--- config.mk ---
export PLATFORM = sky130hd
export DESIGN_NAME = slpc_top
export DESIGN_NICKNAME = d
export VERILOG_FILES = /design/src/hdl/slpc_down_counter.v /design/src/hdl/slpc_top.v
export VERILOG_INCLUDE_DIRS = /design/src /design/src/hdl
export SDC_FILE = /design/constraint.sdc
export NUM_CORES = 1
export LEC_CHECK = 0
export CAP_MARGIN = 20
export CELL_PAD_IN_SITES_DETAIL_PLACEMENT = 0
export CELL_PAD_IN_SITES_GLOBAL_PLACEMENT = 1
export CORE_AREA = 5 5 97 99
export CTS_CLUSTER_DIAMETER = 120
export DETAILED_ROUTE_END_ITERATION = 10
export DIE_AREA = 0 0 102 104
export DONT_BUFFER_PORTS = 1
export MAX_ROUTING_LAYER = met4
export PLACE_DENSITY_LB_ADDON = 0.3
export SYNTH_ARGS = -nofsm -noshare
export SYNTH_HDL_FRONTEND = slang
export SYNTH_SLANG_ARGS = --single-unit
--- constraint.sdc ---
create_clock -name clk_i -period 3.7 [get_ports clk_i]
set_input_delay 0.555 -clock clk_i [delete_from_list [all_inputs] [get_ports clk_i]]
set_output_delay 0.555 -clock clk_i [all_outputs]
set_load 0.02 [all_outputs]
--- src/hdl/slpc_consts.vh ---
// constants for the sleep and power-management controller
`ifndef SLPC_CONSTS_VH
`define SLPC_CONSTS_VH

`define SLPC_ADDR_CORE_CTRL   12'h000
`define SLPC_ADDR_CLK_GATE    12'h004
`define SLPC_ADDR_STATUS      12'h008
`define SLPC_ADDR_WAKE_CFG    12'h00c

`define SLPC_CTRL_BOD_OFF     7
`define SLPC_CTRL_SLEEP_EN    5
`define SLPC_CTRL_MODE_HI     4
`define SLPC_CTRL_MODE_LO     3
`define SLPC_CTRL_BOD_UNLOCK  2

`define SLPC_MODE_IDLE        2'h0
`define SLPC_MODE_NOISE       2'h1
`define SLPC_MODE_PDOWN       2'h2
`define SLPC_MODE_RSVD        2'h3

`define SLPC_GATE_TIMER_ONE   3
`define SLPC_GATE_TIMER_ZERO  2
`define SLPC_GATE_SERIAL      1
`define SLPC_GATE_CONVERTER   0

`define SLPC_WAKE_HOLD_CYC    4
`define SLPC_UNLOCK_WIN_CYC   4
`define SLPC_BROWNOUT_OFF_REQUEST_DELAY_CYC   3
`define SLPC_BROWNOUT_OFF_REQUEST_LIFE_CYC    3
`define SLPC_OSC_START_CYC    16
`define SLPC_RESET_START_CYC  64

`endif

--- src/hdl/slpc_down_counter.v ---
// loadable down counter with done flag
`timescale 1ns/1ps
module slpc_down_counter
#(
   parameter W = 8
)
(
   input  wire         clk_i,
   input  wire         rst_i,
   input  wire         ce_i,
   input  wire         load_i,
   input  wire [W-1:0] value_i,
   output wire         done_o
);
   reg [W-1:0] cnt_ff;
   always @(posedge clk_i)
   begin
      if (rst_i)
         cnt_ff <= {W{1'b0}};
      else if (ce_i)
      begin
         if (load_i)
            cnt_ff <= value_i;
         else if (cnt_ff != {W{1'b0}})
            cnt_ff <= cnt_ff - {{(W-1){1'b0}}, 1'b1};
      end
   end
   assign done_o = (cnt_ff == {W{1'b0}});
endmodule

--- src/hdl/slpc_top.v ---
// sleep mode and power controller with apb registers
//
// Added by the designer: the address map and the APB register port.
`timescale 1ns/1ps
`include "slpc_consts.vh"
module slpc_top
#(
   parameter OSC_START_CYC   = `SLPC_OSC_START_CYC,
   parameter RESET_START_CYC = `SLPC_RESET_START_CYC
)
(
   input  wire        clk_i,
   input  wire        rst_i,
   input  wire        ce_i,
   input  wire        psel_i,
   input  wire        penable_i,
   input  wire        pwrite_i,
   input  wire [11:0] paddr_i,
   input  wire [31:0] pwdata_i,
   output wire [31:0] prdata_o,
   output wire        pready_o,
   output wire        pslverr_o,
   input  wire        halt_instr_i,
   input  wire        sleep_reset_i,
   input  wire        irq_ext_line_i,
   input  wire        irq_pin_change_i,
   input  wire        irq_mem_ready_i,
   input  wire        irq_start_cond_i,
   input  wire        irq_converter_i,
   input  wire        irq_timer_i,
   input  wire        irq_other_io_i,
   input  wire        irq_watchdog_i,
   input  wire        converter_enabled_i,
   output wire        core_clock_en_o,
   output wire        program_memory_clock_en_o,
   output wire        peripheral_io_clock_en_o,
   output wire        converter_clock_en_o,
   output wire        pll_fast_clock_en_o,
   output wire        main_osc_en_o,
   output wire        brownout_detector_en_o,
   output wire        core_hold_o,
   output wire        resume_irq_o,
   output wire        resume_reset_o,
   output wire        conversion_start_o,
   output wire [3:0]  module_clock_gate_o,
   output wire [3:0]  module_io_block_o
);
   localparam ST_RUN   = 3'h0;
   localparam ST_SLEEP = 3'h1;
   localparam ST_START = 3'h2;
   localparam ST_HOLD  = 3'h3;
   localparam ST_RST   = 3'h4;

   ////////////////////////////////////////////////////////////////////////////
   // timing counts, cut on purpose to the width of the counters they load
   localparam [31:0] UNLOCK_WIN_FULL = `SLPC_UNLOCK_WIN_CYC;
   localparam [31:0] BROWNOUT_OFF_REQUEST_DELAY_FULL = `SLPC_BROWNOUT_OFF_REQUEST_DELAY_CYC;
   localparam [31:0] BROWNOUT_OFF_REQUEST_LIFE_FULL  = `SLPC_BROWNOUT_OFF_REQUEST_LIFE_CYC;
   localparam [31:0] HOLD_LOAD_FULL  = `SLPC_WAKE_HOLD_CYC - 1;
   localparam [2:0]  UNLOCK_WIN      = UNLOCK_WIN_FULL[2:0];
   localparam [2:0]  BROWNOUT_OFF_REQUEST_DELAY      = BROWNOUT_OFF_REQUEST_DELAY_FULL[2:0];
   localparam [2:0]  BROWNOUT_OFF_REQUEST_LIFE       = BROWNOUT_OFF_REQUEST_LIFE_FULL[2:0];
   // loaded one short, so the hold state lasts the full count
   localparam [15:0] HOLD_LOAD       = HOLD_LOAD_FULL[15:0];

   ////////////////////////////////////////////////////////////////////////////
   // registers
   reg        sleep_enable_ff;
   reg [1:0]  low_power_select_ff;
   reg        brownout_off_request_ff;
   reg        brownout_off_request_armed_ff;
   reg [2:0]  unlock_cnt_ff;
   reg [2:0]  brownout_off_request_cnt_ff;
   reg [3:0]  module_clock_gate_reg_ff;
   reg        ext_level_mode_ff;
   reg [2:0]  state_ff;
   reg [1:0]  mode_ff;
   reg        bod_off_ff;
   reg        bod_slept_ff;
   reg        wake_rst_ff;
   reg        resume_irq_ff;
   reg        resume_reset_ff;
   reg        conv_start_ff;
   reg [31:0] prdata_ff;

   wire apb_wr = psel_i & penable_i & pwrite_i & ce_i;
   wire apb_rd = psel_i & penable_i & ~pwrite_i & ce_i;
   wire hit_ctrl = (paddr_i == `SLPC_ADDR_CORE_CTRL);
   wire hit_gate = (paddr_i == `SLPC_ADDR_CLK_GATE);
   wire hit_stat = (paddr_i == `SLPC_ADDR_STATUS);
   wire hit_wcfg = (paddr_i == `SLPC_ADDR_WAKE_CFG);
   wire hit_any  = hit_ctrl | hit_gate | hit_stat | hit_wcfg;

   // zero wait states: every access ends in its first access cycle
   assign pready_o  = 1'b1;
   assign pslverr_o = psel_i & penable_i & ~hit_any;
   assign prdata_o  = prdata_ff;

   wire wr_ctrl = apb_wr & hit_ctrl;
   wire wr_brownout_off_request = pwdata_i[`SLPC_CTRL_BOD_OFF];
   wire wr_unl  = pwdata_i[`SLPC_CTRL_BOD_UNLOCK];
   // usable once the armed delay is over, until the life count runs out
   wire brownout_off_request_active = brownout_off_request_ff & ~brownout_off_request_armed_ff;

   ////////////////////////////////////////////////////////////////////////////
   // control register, timed brown-out-off sequence
   always @(posedge clk_i)
   begin
      if (rst_i)
      begin
         sleep_enable_ff         <= 1'b0;
         low_power_select_ff     <= `SLPC_MODE_IDLE;
         brownout_off_request_ff <= 1'b0;
         brownout_off_request_armed_ff           <= 1'b0;
         unlock_cnt_ff           <= 3'h0;
         brownout_off_request_cnt_ff             <= 3'h0;
         module_clock_gate_reg_ff <= 4'h0;
         ext_level_mode_ff       <= 1'b0;
      end
      else if (ce_i)
      begin
         if (unlock_cnt_ff != 3'h0)
            unlock_cnt_ff <= unlock_cnt_ff - 3'h1;
         if (brownout_off_request_cnt_ff != 3'h0)
            brownout_off_request_cnt_ff <= brownout_off_request_cnt_ff - 3'h1;
         // armed: request set but not yet usable; then a short usable life
         if (brownout_off_request_armed_ff && brownout_off_request_cnt_ff == 3'h1)
         begin
            brownout_off_request_armed_ff <= 1'b0;
            brownout_off_request_cnt_ff   <= BROWNOUT_OFF_REQUEST_LIFE;
         end
         else if (brownout_off_request_ff && !brownout_off_request_armed_ff && brownout_off_request_cnt_ff == 3'h1)
            brownout_off_request_ff <= 1'b0;
         // a second step in the clearing cycle re-arms: the write wins
         if (wr_ctrl)
         begin
            sleep_enable_ff     <= pwdata_i[`SLPC_CTRL_SLEEP_EN];
            low_power_select_ff <= pwdata_i[`SLPC_CTRL_MODE_HI:`SLPC_CTRL_MODE_LO];
            if (wr_brownout_off_request && wr_unl)
               unlock_cnt_ff <= UNLOCK_WIN;
            else if (wr_brownout_off_request && !wr_unl && unlock_cnt_ff != 3'h0)
            begin
               brownout_off_request_ff <= 1'b1;
               brownout_off_request_armed_ff           <= 1'b1;
               brownout_off_request_cnt_ff             <= BROWNOUT_OFF_REQUEST_DELAY;
               unlock_cnt_ff           <= 3'h0;
            end
         end
         if (apb_wr && hit_gate)
            module_clock_gate_reg_ff <= pwdata_i[3:0];
         if (apb_wr && hit_wcfg)
            ext_level_mode_ff <= pwdata_i[0];
      end
   end

   ////////////////////////////////////////////////////////////////////////////
   // read mux
   always @(posedge clk_i)
   begin
      if (rst_i)
         prdata_ff <= 32'h0;
      else if (ce_i)
      begin
         // captured in setup, so the word stands through the access phase
         if (psel_i && !penable_i && !pwrite_i)
         begin
            case (paddr_i)
               `SLPC_ADDR_CORE_CTRL:
                  prdata_ff <= {24'h0, brownout_off_request_active, 1'b0, sleep_enable_ff,
                                low_power_select_ff, unlock_cnt_ff != 3'h0, 2'h0};
               `SLPC_ADDR_CLK_GATE:
                  prdata_ff <= {28'h0, module_clock_gate_reg_ff};
               `SLPC_ADDR_STATUS:
                  prdata_ff <= {27'h0, bod_slept_ff, state_ff, 1'b0};
               `SLPC_ADDR_WAKE_CFG:
                  prdata_ff <= {31'h0, ext_level_mode_ff};
               default:
                  prdata_ff <= 32'h0;
            endcase
         end
      end
   end

   ////////////////////////////////////////////////////////////////////////////
   // wake source filter per mode
   reg wake_irq;
   always @*
   begin
      wake_irq = 1'b0;
      case (mode_ff)
         `SLPC_MODE_IDLE:
            wake_irq = irq_ext_line_i | irq_pin_change_i | irq_mem_ready_i |
                       irq_start_cond_i | irq_converter_i | irq_timer_i |
                       irq_other_io_i | irq_watchdog_i;
         `SLPC_MODE_NOISE:
            wake_irq = irq_converter_i | irq_mem_ready_i | irq_pin_change_i |
                       (irq_ext_line_i & ext_level_mode_ff);
         `SLPC_MODE_PDOWN:
            wake_irq = irq_start_cond_i | irq_pin_change_i | irq_watchdog_i |
                       (irq_ext_line_i & ext_level_mode_ff);
         default:
            wake_irq = 1'b0;
      endcase
   end

   ////////////////////////////////////////////////////////////////////////////
   // sleep sequencer
   wire start_done;
   wire hold_done;
   reg  start_load;
   reg  hold_load;
   reg  [15:0] start_val;
   // reserved select code leaves the core running through the halt
   wire enter = halt_instr_i & sleep_enable_ff & (low_power_select_ff != `SLPC_MODE_RSVD);

   always @*
   begin
      start_load = 1'b0;
      hold_load  = 1'b0;
      // reset start delay after brown-out off, so detector settles
      start_val  = bod_off_ff ? RESET_START_CYC[15:0] : OSC_START_CYC[15:0];
      if (state_ff == ST_SLEEP && (wake_irq || sleep_reset_i))
         start_load = 1'b1;
      if (state_ff == ST_START && start_done && !wake_rst_ff)
         hold_load = 1'b1;
   end

   slpc_down_counter #(.W(16)) u_start
   (
      .clk_i   (clk_i),
      .rst_i   (rst_i),
      .ce_i    (ce_i),
      .load_i  (start_load),
      .value_i (start_val),
      .done_o  (start_done)
   );

   slpc_down_counter #(.W(16)) u_hold
   (
      .clk_i   (clk_i),
      .rst_i   (rst_i),
      .ce_i    (ce_i),
      .load_i  (hold_load),
      .value_i (HOLD_LOAD),
      .done_o  (hold_done)
   );

   always @(posedge clk_i)
   begin
      if (rst_i)
      begin
         state_ff        <= ST_RUN;
         mode_ff         <= `SLPC_MODE_IDLE;
         bod_off_ff      <= 1'b0;
         bod_slept_ff    <= 1'b0;
         wake_rst_ff     <= 1'b0;
         resume_irq_ff   <= 1'b0;
         resume_reset_ff <= 1'b0;
         conv_start_ff   <= 1'b0;
      end
      else if (ce_i)
      begin
         resume_irq_ff   <= 1'b0;
         resume_reset_ff <= 1'b0;
         conv_start_ff   <= 1'b0;
         // the strobes above last one cycle unless a transition raises them
         case (state_ff)
            ST_RUN:
               if (enter)
               begin
                  state_ff <= ST_SLEEP;
                  mode_ff  <= low_power_select_ff;
                  // only power-down may drop the detector
                  bod_off_ff <= brownout_off_request_active &&
                                (low_power_select_ff == `SLPC_MODE_PDOWN);
                  bod_slept_ff <= brownout_off_request_active &&
                                  (low_power_select_ff == `SLPC_MODE_PDOWN);
                  conv_start_ff <= converter_enabled_i &&
                                   (low_power_select_ff != `SLPC_MODE_PDOWN);
               end
            ST_SLEEP:
               // detector back on at wake, so it settles during the start count
               if (sleep_reset_i)
               begin
                  state_ff    <= ST_START;
                  wake_rst_ff <= 1'b1;
                  bod_off_ff  <= 1'b0;
               end
               else if (wake_irq)
               begin
                  state_ff    <= ST_START;
                  wake_rst_ff <= 1'b0;
                  bod_off_ff  <= 1'b0;
               end
            ST_START:
               // reset wake skips the interrupt hold and restarts at the vector
               if (start_done && !start_load)
               begin
                  state_ff   <= wake_rst_ff ? ST_RST : ST_HOLD;
               end
            ST_HOLD:
               if (hold_done && !hold_load)
               begin
                  state_ff      <= ST_RUN;
                  resume_irq_ff <= 1'b1;
               end
            ST_RST:
            begin
               state_ff        <= ST_RUN;
               resume_reset_ff <= 1'b1;
            end
            default:
               state_ff <= ST_RUN;
         endcase
      end
   end

   ////////////////////////////////////////////////////////////////////////////
   // clock enables; no reset of core state here keeps memory intact
   wire asleep = (state_ff == ST_SLEEP) | (state_ff == ST_START);
   wire m_idle = asleep & (mode_ff == `SLPC_MODE_IDLE);
   wire m_nois = asleep & (mode_ff == `SLPC_MODE_NOISE);
   wire m_pdwn = asleep & (mode_ff == `SLPC_MODE_PDOWN);
   // enables are combinational: the oscillator reopens at wake, the rest when the start count ends, without a lag cycle

   assign core_clock_en_o           = ~asleep;
   assign program_memory_clock_en_o = ~asleep;
   assign peripheral_io_clock_en_o  = ~(m_nois | m_pdwn);
   assign converter_clock_en_o      = ~m_pdwn;
   assign pll_fast_clock_en_o       = ~(m_nois | m_pdwn);
   // oscillator restarts during the start-up count
   assign main_osc_en_o             = ~(m_pdwn & (state_ff == ST_SLEEP));
   assign brownout_detector_en_o    = ~bod_off_ff;
   assign core_hold_o               = (state_ff != ST_RUN);
   assign resume_irq_o              = resume_irq_ff;
   assign resume_reset_o            = resume_reset_ff;
   assign conversion_start_o        = conv_start_ff;
   // gating moot in power-down: those clocks are already stopped (noise mode keeps the converter clock running)
   assign module_clock_gate_o = module_clock_gate_reg_ff;
   assign module_io_block_o   = module_clock_gate_reg_ff;
endmodule

## Word-level counts from Yosys, hierarchy flattened

Index checks and enable logic that the tools add are counted.

| cells by class | value |
|---|---|
| $add $sub $neg | 4 |
| equal/unequal tests | 17 |
| multiplexer cells | 44 |
| bitwise logic cells | 37 |
| reductions and logical operators | 49 |

Operators by type and width:

| kind | number |
|---|---|
| two-way mux 16 bit | 4 |
| two-way mux 3 bit | 15 |
| zero test 16 bit | 2 |
| case mux 8 bit (4 select lines) | 1 |
| nonzero test 16 bit | 2 |
| subtractor 16 x 1 -> 16 bit (second input constant) | 2 |
| == test 12 x 4 -> 1 bit (second input constant) | 2 |
| two-way mux 1 bit | 20 |
| bitwise OR 1 bit | 18 |
| logical AND 1 bit | 17 |
| bitwise AND 1 bit | 12 |
| == test 12 x 3 -> 1 bit (second input constant) | 1 |
| zero test 12 bit | 1 |
| case mux 3 bit (4 select lines) | 1 |
| AND reduction 2 bit | 6 |
| nonzero test 3 bit | 3 |
| inequality test 2 bit (second input constant) | 4 |
| nonzero test 2 bit | 4 |
| zero test 1 bit | 7 |
| two-way mux 7 bit | 1 |
| NOT 1 bit | 7 |
| == test 3 x 1 -> 1 bit (second input constant) | 2 |
| == test 3 x 2 -> 1 bit (second input constant) | 2 |
| AND reduction 3 bit | 2 |
| other kinds (13) | 15 |

| storage, ports and cells | value |
|---|---|
| register bits | 91 |
| input bits | 61 |
| output and inout bits | 53 |
| logic and storage cells | 170 |

## Logic depth before layout (Yosys ltp)

| depth | value |
|---|---|
| depth after elaboration | 15 |
| gate-level depth with buffers | 10 |
| mapped depth without buffers | 8 |

## Cells and area by module

From an unflattened synthesis, not the netlist that was laid out.

| unflattened totals | value |
|---|---|
| cell total of the unflattened synthesis | 571 |
| area total of the unflattened synthesis | 4734.5 sq um |

By module, submodules not included:

| module | times used | cells each | area each (sq um) | seq. area each (sq um) |
|---|---|---|---|---|
| slpc_down_counter | 2 | 145 | 1249.9 | 320.3 |
| slpc_top | 1 | 281 | 2234.6 | 680.7 |

## Worst setup path before layout

Ideal clock, no wire load.

| timing path | value |
|---|---|
| path kind | register to register |
| start | reg u_start.cnt_ff[0] |
| end | reg u_hold.cnt_ff[5] |
| setup time | 125 ps |
| arrival time | 2583 ps |
| data required time | 3575 ps |
| path slack | 991 ps |
| cell stages (with the launch flop) | 10 |
| buffers on the path | 1 |
| period minus slack after synthesis | 2709 ps |
| cell sequence | dfxtp_1 -> inv_1 -> ha_1 -> or4b_1 -> or4_4 -> buf_6 -> o211a_4 -> or4_4 -> xor2_1 -> nor2_2 |

| between the ends | value |
|---|---|
| longest elaborated chain between the ends | 6 |
| elaborated cells between the ends (all ways) | 7 |

RTL lines:

| what | line | RTL |
|---|---|---|
| from (decl) | slpc_down_counter.v:15 | `reg [W-1:0] cnt_ff;` |
| from (signal assigned) | slpc_down_counter.v:19 | `cnt_ff <= {W{1'b0}};` |
| from (signal assigned) | slpc_down_counter.v:23 | `cnt_ff <= value_i;` |
| from (signal assigned) | slpc_down_counter.v:25 | `cnt_ff <= cnt_ff - {{(W-1){1'b0}}, 1'b1};` |
| zero test 16 bit * | slpc_down_counter.v:28 | `assign done_o = (cnt_ff == {W{1'b0}});` |
| logical AND 1 bit * (2 in a row) | slpc_top.v:224 | `if (state_ff == ST_START && start_done && !wake_rst_ff)` |
| two-way mux 1 bit * | slpc_top.v:224 |  |
| nonzero test 2 bit (no source line) | -- |  |
| AND reduction 2 bit (no source line) | -- |  |
| to (signal assigned) | slpc_down_counter.v:19 |  |
| to (signal assigned) | slpc_down_counter.v:23 |  |
| to (signal assigned) | slpc_down_counter.v:25 |  |
| to (decl) | slpc_down_counter.v:15 |  |

Every way passes the cells marked *; elsewhere a longest branch is shown, timed or not.
A chain may end at the register's enable or synchronous reset.

## Final worst setup path

Ends and elaborated chain as after synthesis.

==> results.cfg <==
[grt]
grtUsageTotal_pct = 17.2
first_global_vias = 3026
grt.overflow.total = 0
grt_max_degree = 43
grt_antenna_before_repair = 0
grt_pass1_wl_um = 14500

[synthesis]
synthFlopType = dfxtp_1
synth_edf_count = 0
synth.most_common_cell = dfxtp_1
async_flop_share_pct = 0
syn_area_um2 = 3770
avgSynthCellArea_um2 = 8.14
synthTopCellsByArea = dfxtp_1 35%, buf_4 6.4%, nor2_1 6.0%
synth.top_cell.area_share_pct = 35.1
ys_types = 56
synth_area_leader_cell = dfxtp_1
syn_inst = 463
synth_common_cells = 66 x dfxtp_1, 60 x nor2_1, 37 x a21oi_1, 32 x buf_4, 29 x nand2_1
yosysSeqAreaShare_pct = 35.1
yosys_warnings = 0
ys_ff_latch = 66

[setup_path]
critPathBufInv = 1
reg2reg_depth = 8
cp_cell_sequence = inv_1 -> ha_1 -> or4b_1 -> or4_4 -> o211a_4 -> or4_4 -> xor2_1 -> nor2_2
r2r_slack_ns = 0.86
cpMostUsedCell = or4_4
timing.rr.start = u_start.cnt_ff[0]$_SDFFE_PP0P_
slowest_stage = or4_4
worst_path_largest_cell_delay_ns = 0.66
cp.arrival_ns = 3.06
critPathKind = flop to flop
crit_family = simple AND/OR/NAND/NOR gates
r2r-end = u_hold.cnt_ff[5]$_SDFFE_PP0P_
path_max_fanout = 10
start_kind = flop
critPathCaptureType = flop
required_ns = 3.92

[timing]
slew_violations = 0
tightestPinTransition_ns = 0.883
max_freq_mhz = 352
min_period_ns = 2.84
layout_setup_ws_ns = 0.861
fin_setup_tns_ns = 0
setup_viol = 0
max_slew_margin_pct = 41.1
finalClockSkew_ns = 0.00957
finalCritPeriodShare_pct = 76.7
hold_viol = 0
rsz0062_at_grt = false

[floorplan]
core_um2 = 8470
die_area_um2 = 10600
io_pins = 114
initial_core_util_pct = 44.5
die_h_um = 104
num_rows = 34
die_w_um = 102

[drt]
drt_iter0_markers = 121
firstDrtPassIters = 4
wl_um = 8480
antenna_left = 0
drc = 0
wl_per_cell_um = 15.0
viasPerCell = 5.38
vias = 3036

[final_layout]
fin_util_pct = 45.7
nNetsFinal = 523
regArea_um2 = 1320
antenna_cells = 0
multi_input_area_um2 = 2150
layout-drive-gt1-share_pct = 6.36
areaGrowthSynthToFinish_pct = 2.72
fillers = 868

[job]
maxCapViolCount = 0

[hold_path]
worstHoldPathType = input pin to flop
hold_path.startpoint = rst_i
holdPathEnd = u_start.cnt_ff[0]$_SDFFE_PP0P_
worstHoldPathCells = 1

[power_and_ir_drop]
pwr-share-clk_pct = 19.8
power_leakage_uw = 0.00147
worst_ir_drop_vdd_v = 0.000272
pwr-share-seq_pct = 37.2
power_uw = 2710
combPwrFrac_pct = 43.0
switchingPower_uw = 1100
power_density_nw_per_um2 = 700
p_sw_share_pct = 40.5
p_int_uw = 1610

[placed_design]
io_buffers = 0
dpl_worst_slack_ns = 0.875
detailed_place_hpwl_um = 6180
globalplace.congestion = 0.832

[clock_tree]
tritoncts = built
clock_latency_ns = 0.34
cts_root_buf = clkbuf_8
cts_resized = 0
cts.clk_slew.worst_paths_ns = 0.07
numCtsBuffers = 9
clock_sinks = 66
post_cts_buffers = 0
htree_levels = 3
ctsLongestPathBuffers = 2
ctsHoldBuffers = 0

[outcome]
outcome = finished clean
-- power groups by stage --
stage / Combinational [uW] / Clock (uW) / Sequential (uW)
floorplan: 1040 / 0 / 985
global placement: 1150 / 0 / 1020
detailed placement: 1160 / 0 / 1020
CTS: 1170 / 561 / 1010
global route: 1320 / 595 / 1030
finish: 1170 / 536 / 1010
-- cell families (layout without fill, tap and decap cells) --
family | count (synthesis) | after routing | share of synthesized area [%]
simple gates | 187 | 187 | 25.8
compound gates | 90 | 90 | 15.7
buf+inv | 70 | 39 | 10.4
flops | 66 | 66 | 35.1
xor+xnor | 19 | 19 | 4.42
mux | 18 | 18 | 4.85
fa+ha+maj | 11 | 11 | 3.65
other cells | 2 | 26 | 0.199
-- metal layers --
layer  routed length (um)  vias to the layer above  global-route usage [%]
met5                    0                        -                       -
met4                   83                        0                    5.15
met3                  559                        7                    5.84
met2                 4200                       68                    28.2
met1                 3640                     1401                    19.9
li1                     -                     1560                       -
-- worst max-delay path by stage --
| stage | start | to | slack (ns) | depth (start not counted) |
|---|---|---|---|---|
| 2_1_floorplan | u_start.cnt_ff[0]$_SDFFE_PP0P_ | u_hold.cnt_ff[5]$_SDFFE_PP0P_ | 0.99 | 9 |
| 3_3_place_gp | u_start.cnt_ff[0]$_SDFFE_PP0P_ | u_hold.cnt_ff[5]$_SDFFE_PP0P_ | 0.87 | 8 |
| 3_5_place_dp | u_start.cnt_ff[0]$_SDFFE_PP0P_ | u_hold.cnt_ff[5]$_SDFFE_PP0P_ | 0.87 | 8 |
| 4_1_cts | u_start.cnt_ff[0]$_SDFFE_PP0P_ | u_hold.cnt_ff[5]$_SDFFE_PP0P_ | 0.86 | 8 |
| 5_1_grt | u_start.cnt_ff[0]$_SDFFE_PP0P_ | u_hold.cnt_ff[15]$_SDFFE_PP0P_ | 0.63 | 8 |
| 6_report | u_start.cnt_ff[0]$_SDFFE_PP0P_ | u_hold.cnt_ff[5]$_SDFFE_PP0P_ | 0.86 | 8 |
-- state kept, by name (all words and copies together), names as in the netlist --
name	flops
u_start.cnt_ff	16
conversion_start_o	1
module_clock_gate_o	4
unlock_cnt_ff	3
wake_rst_ff	1
u_hold.cnt_ff	16
prdata_o	7
mode_ff	2
state_ff	3
brownout_off_request_ff	1
bod_slept_ff	1
brownout_off_request_cnt_ff	3
ext_level_mode_ff	1
low_power_select_ff	2
brownout_off_request_armed_ff	1
resume_irq_o	1
bod_off_ff	1
sleep_enable_ff	1
resume_reset_o	1
-- final cells by class --
cell class	instances	area share, %
multi-input cells	351	55.4
flip-flops and latches	66	34.1
clock buffers	10	3.30
repair buffers	3	0.582
inverters	20	1.94
well taps	108	3.49
clock inverters	6	1.10
-- worst reg2reg max path, cell delays in order (launching register included) --
cell	delay (ns)
dfxtp_1	0.34
inv_1	0.09
ha_1	0.18
or4b_1	0.48
or4_4	0.66
o211a_4	0.29
or4_4	0.48
xor2_1	0.17
nor2_2	0.04
-- layout by cell type (no fill, tap or decap), types with 9 or more instances in the layout --
cell / count
inv_1: 20
conb_1: 26
or3_1: 12
nand2_1: 29
ha_1: 11
dfxtp_1: 66
xor2_1: 12
clkbuf_8: 9
nand3_1: 17
nor2_1: 60
mux2i_1: 16
o21ai_0: 11
a21oi_1: 37
nor3_1: 15
-- per-stage QoR --
step / std cells / cell area [um2] / hold slack (ns)
after CTS: 564 / 3870 / 0.261
final: 564 / 3870 / 0.290
after floorplan: 487 / 3860 / 0.447
after detailed placement: 548 / 3700 / 0.472
after global routing: 564 / 3870 / 0.255
after global placement: 548 / 3700 / 0.457
Power figures use the tool's default switching activity.
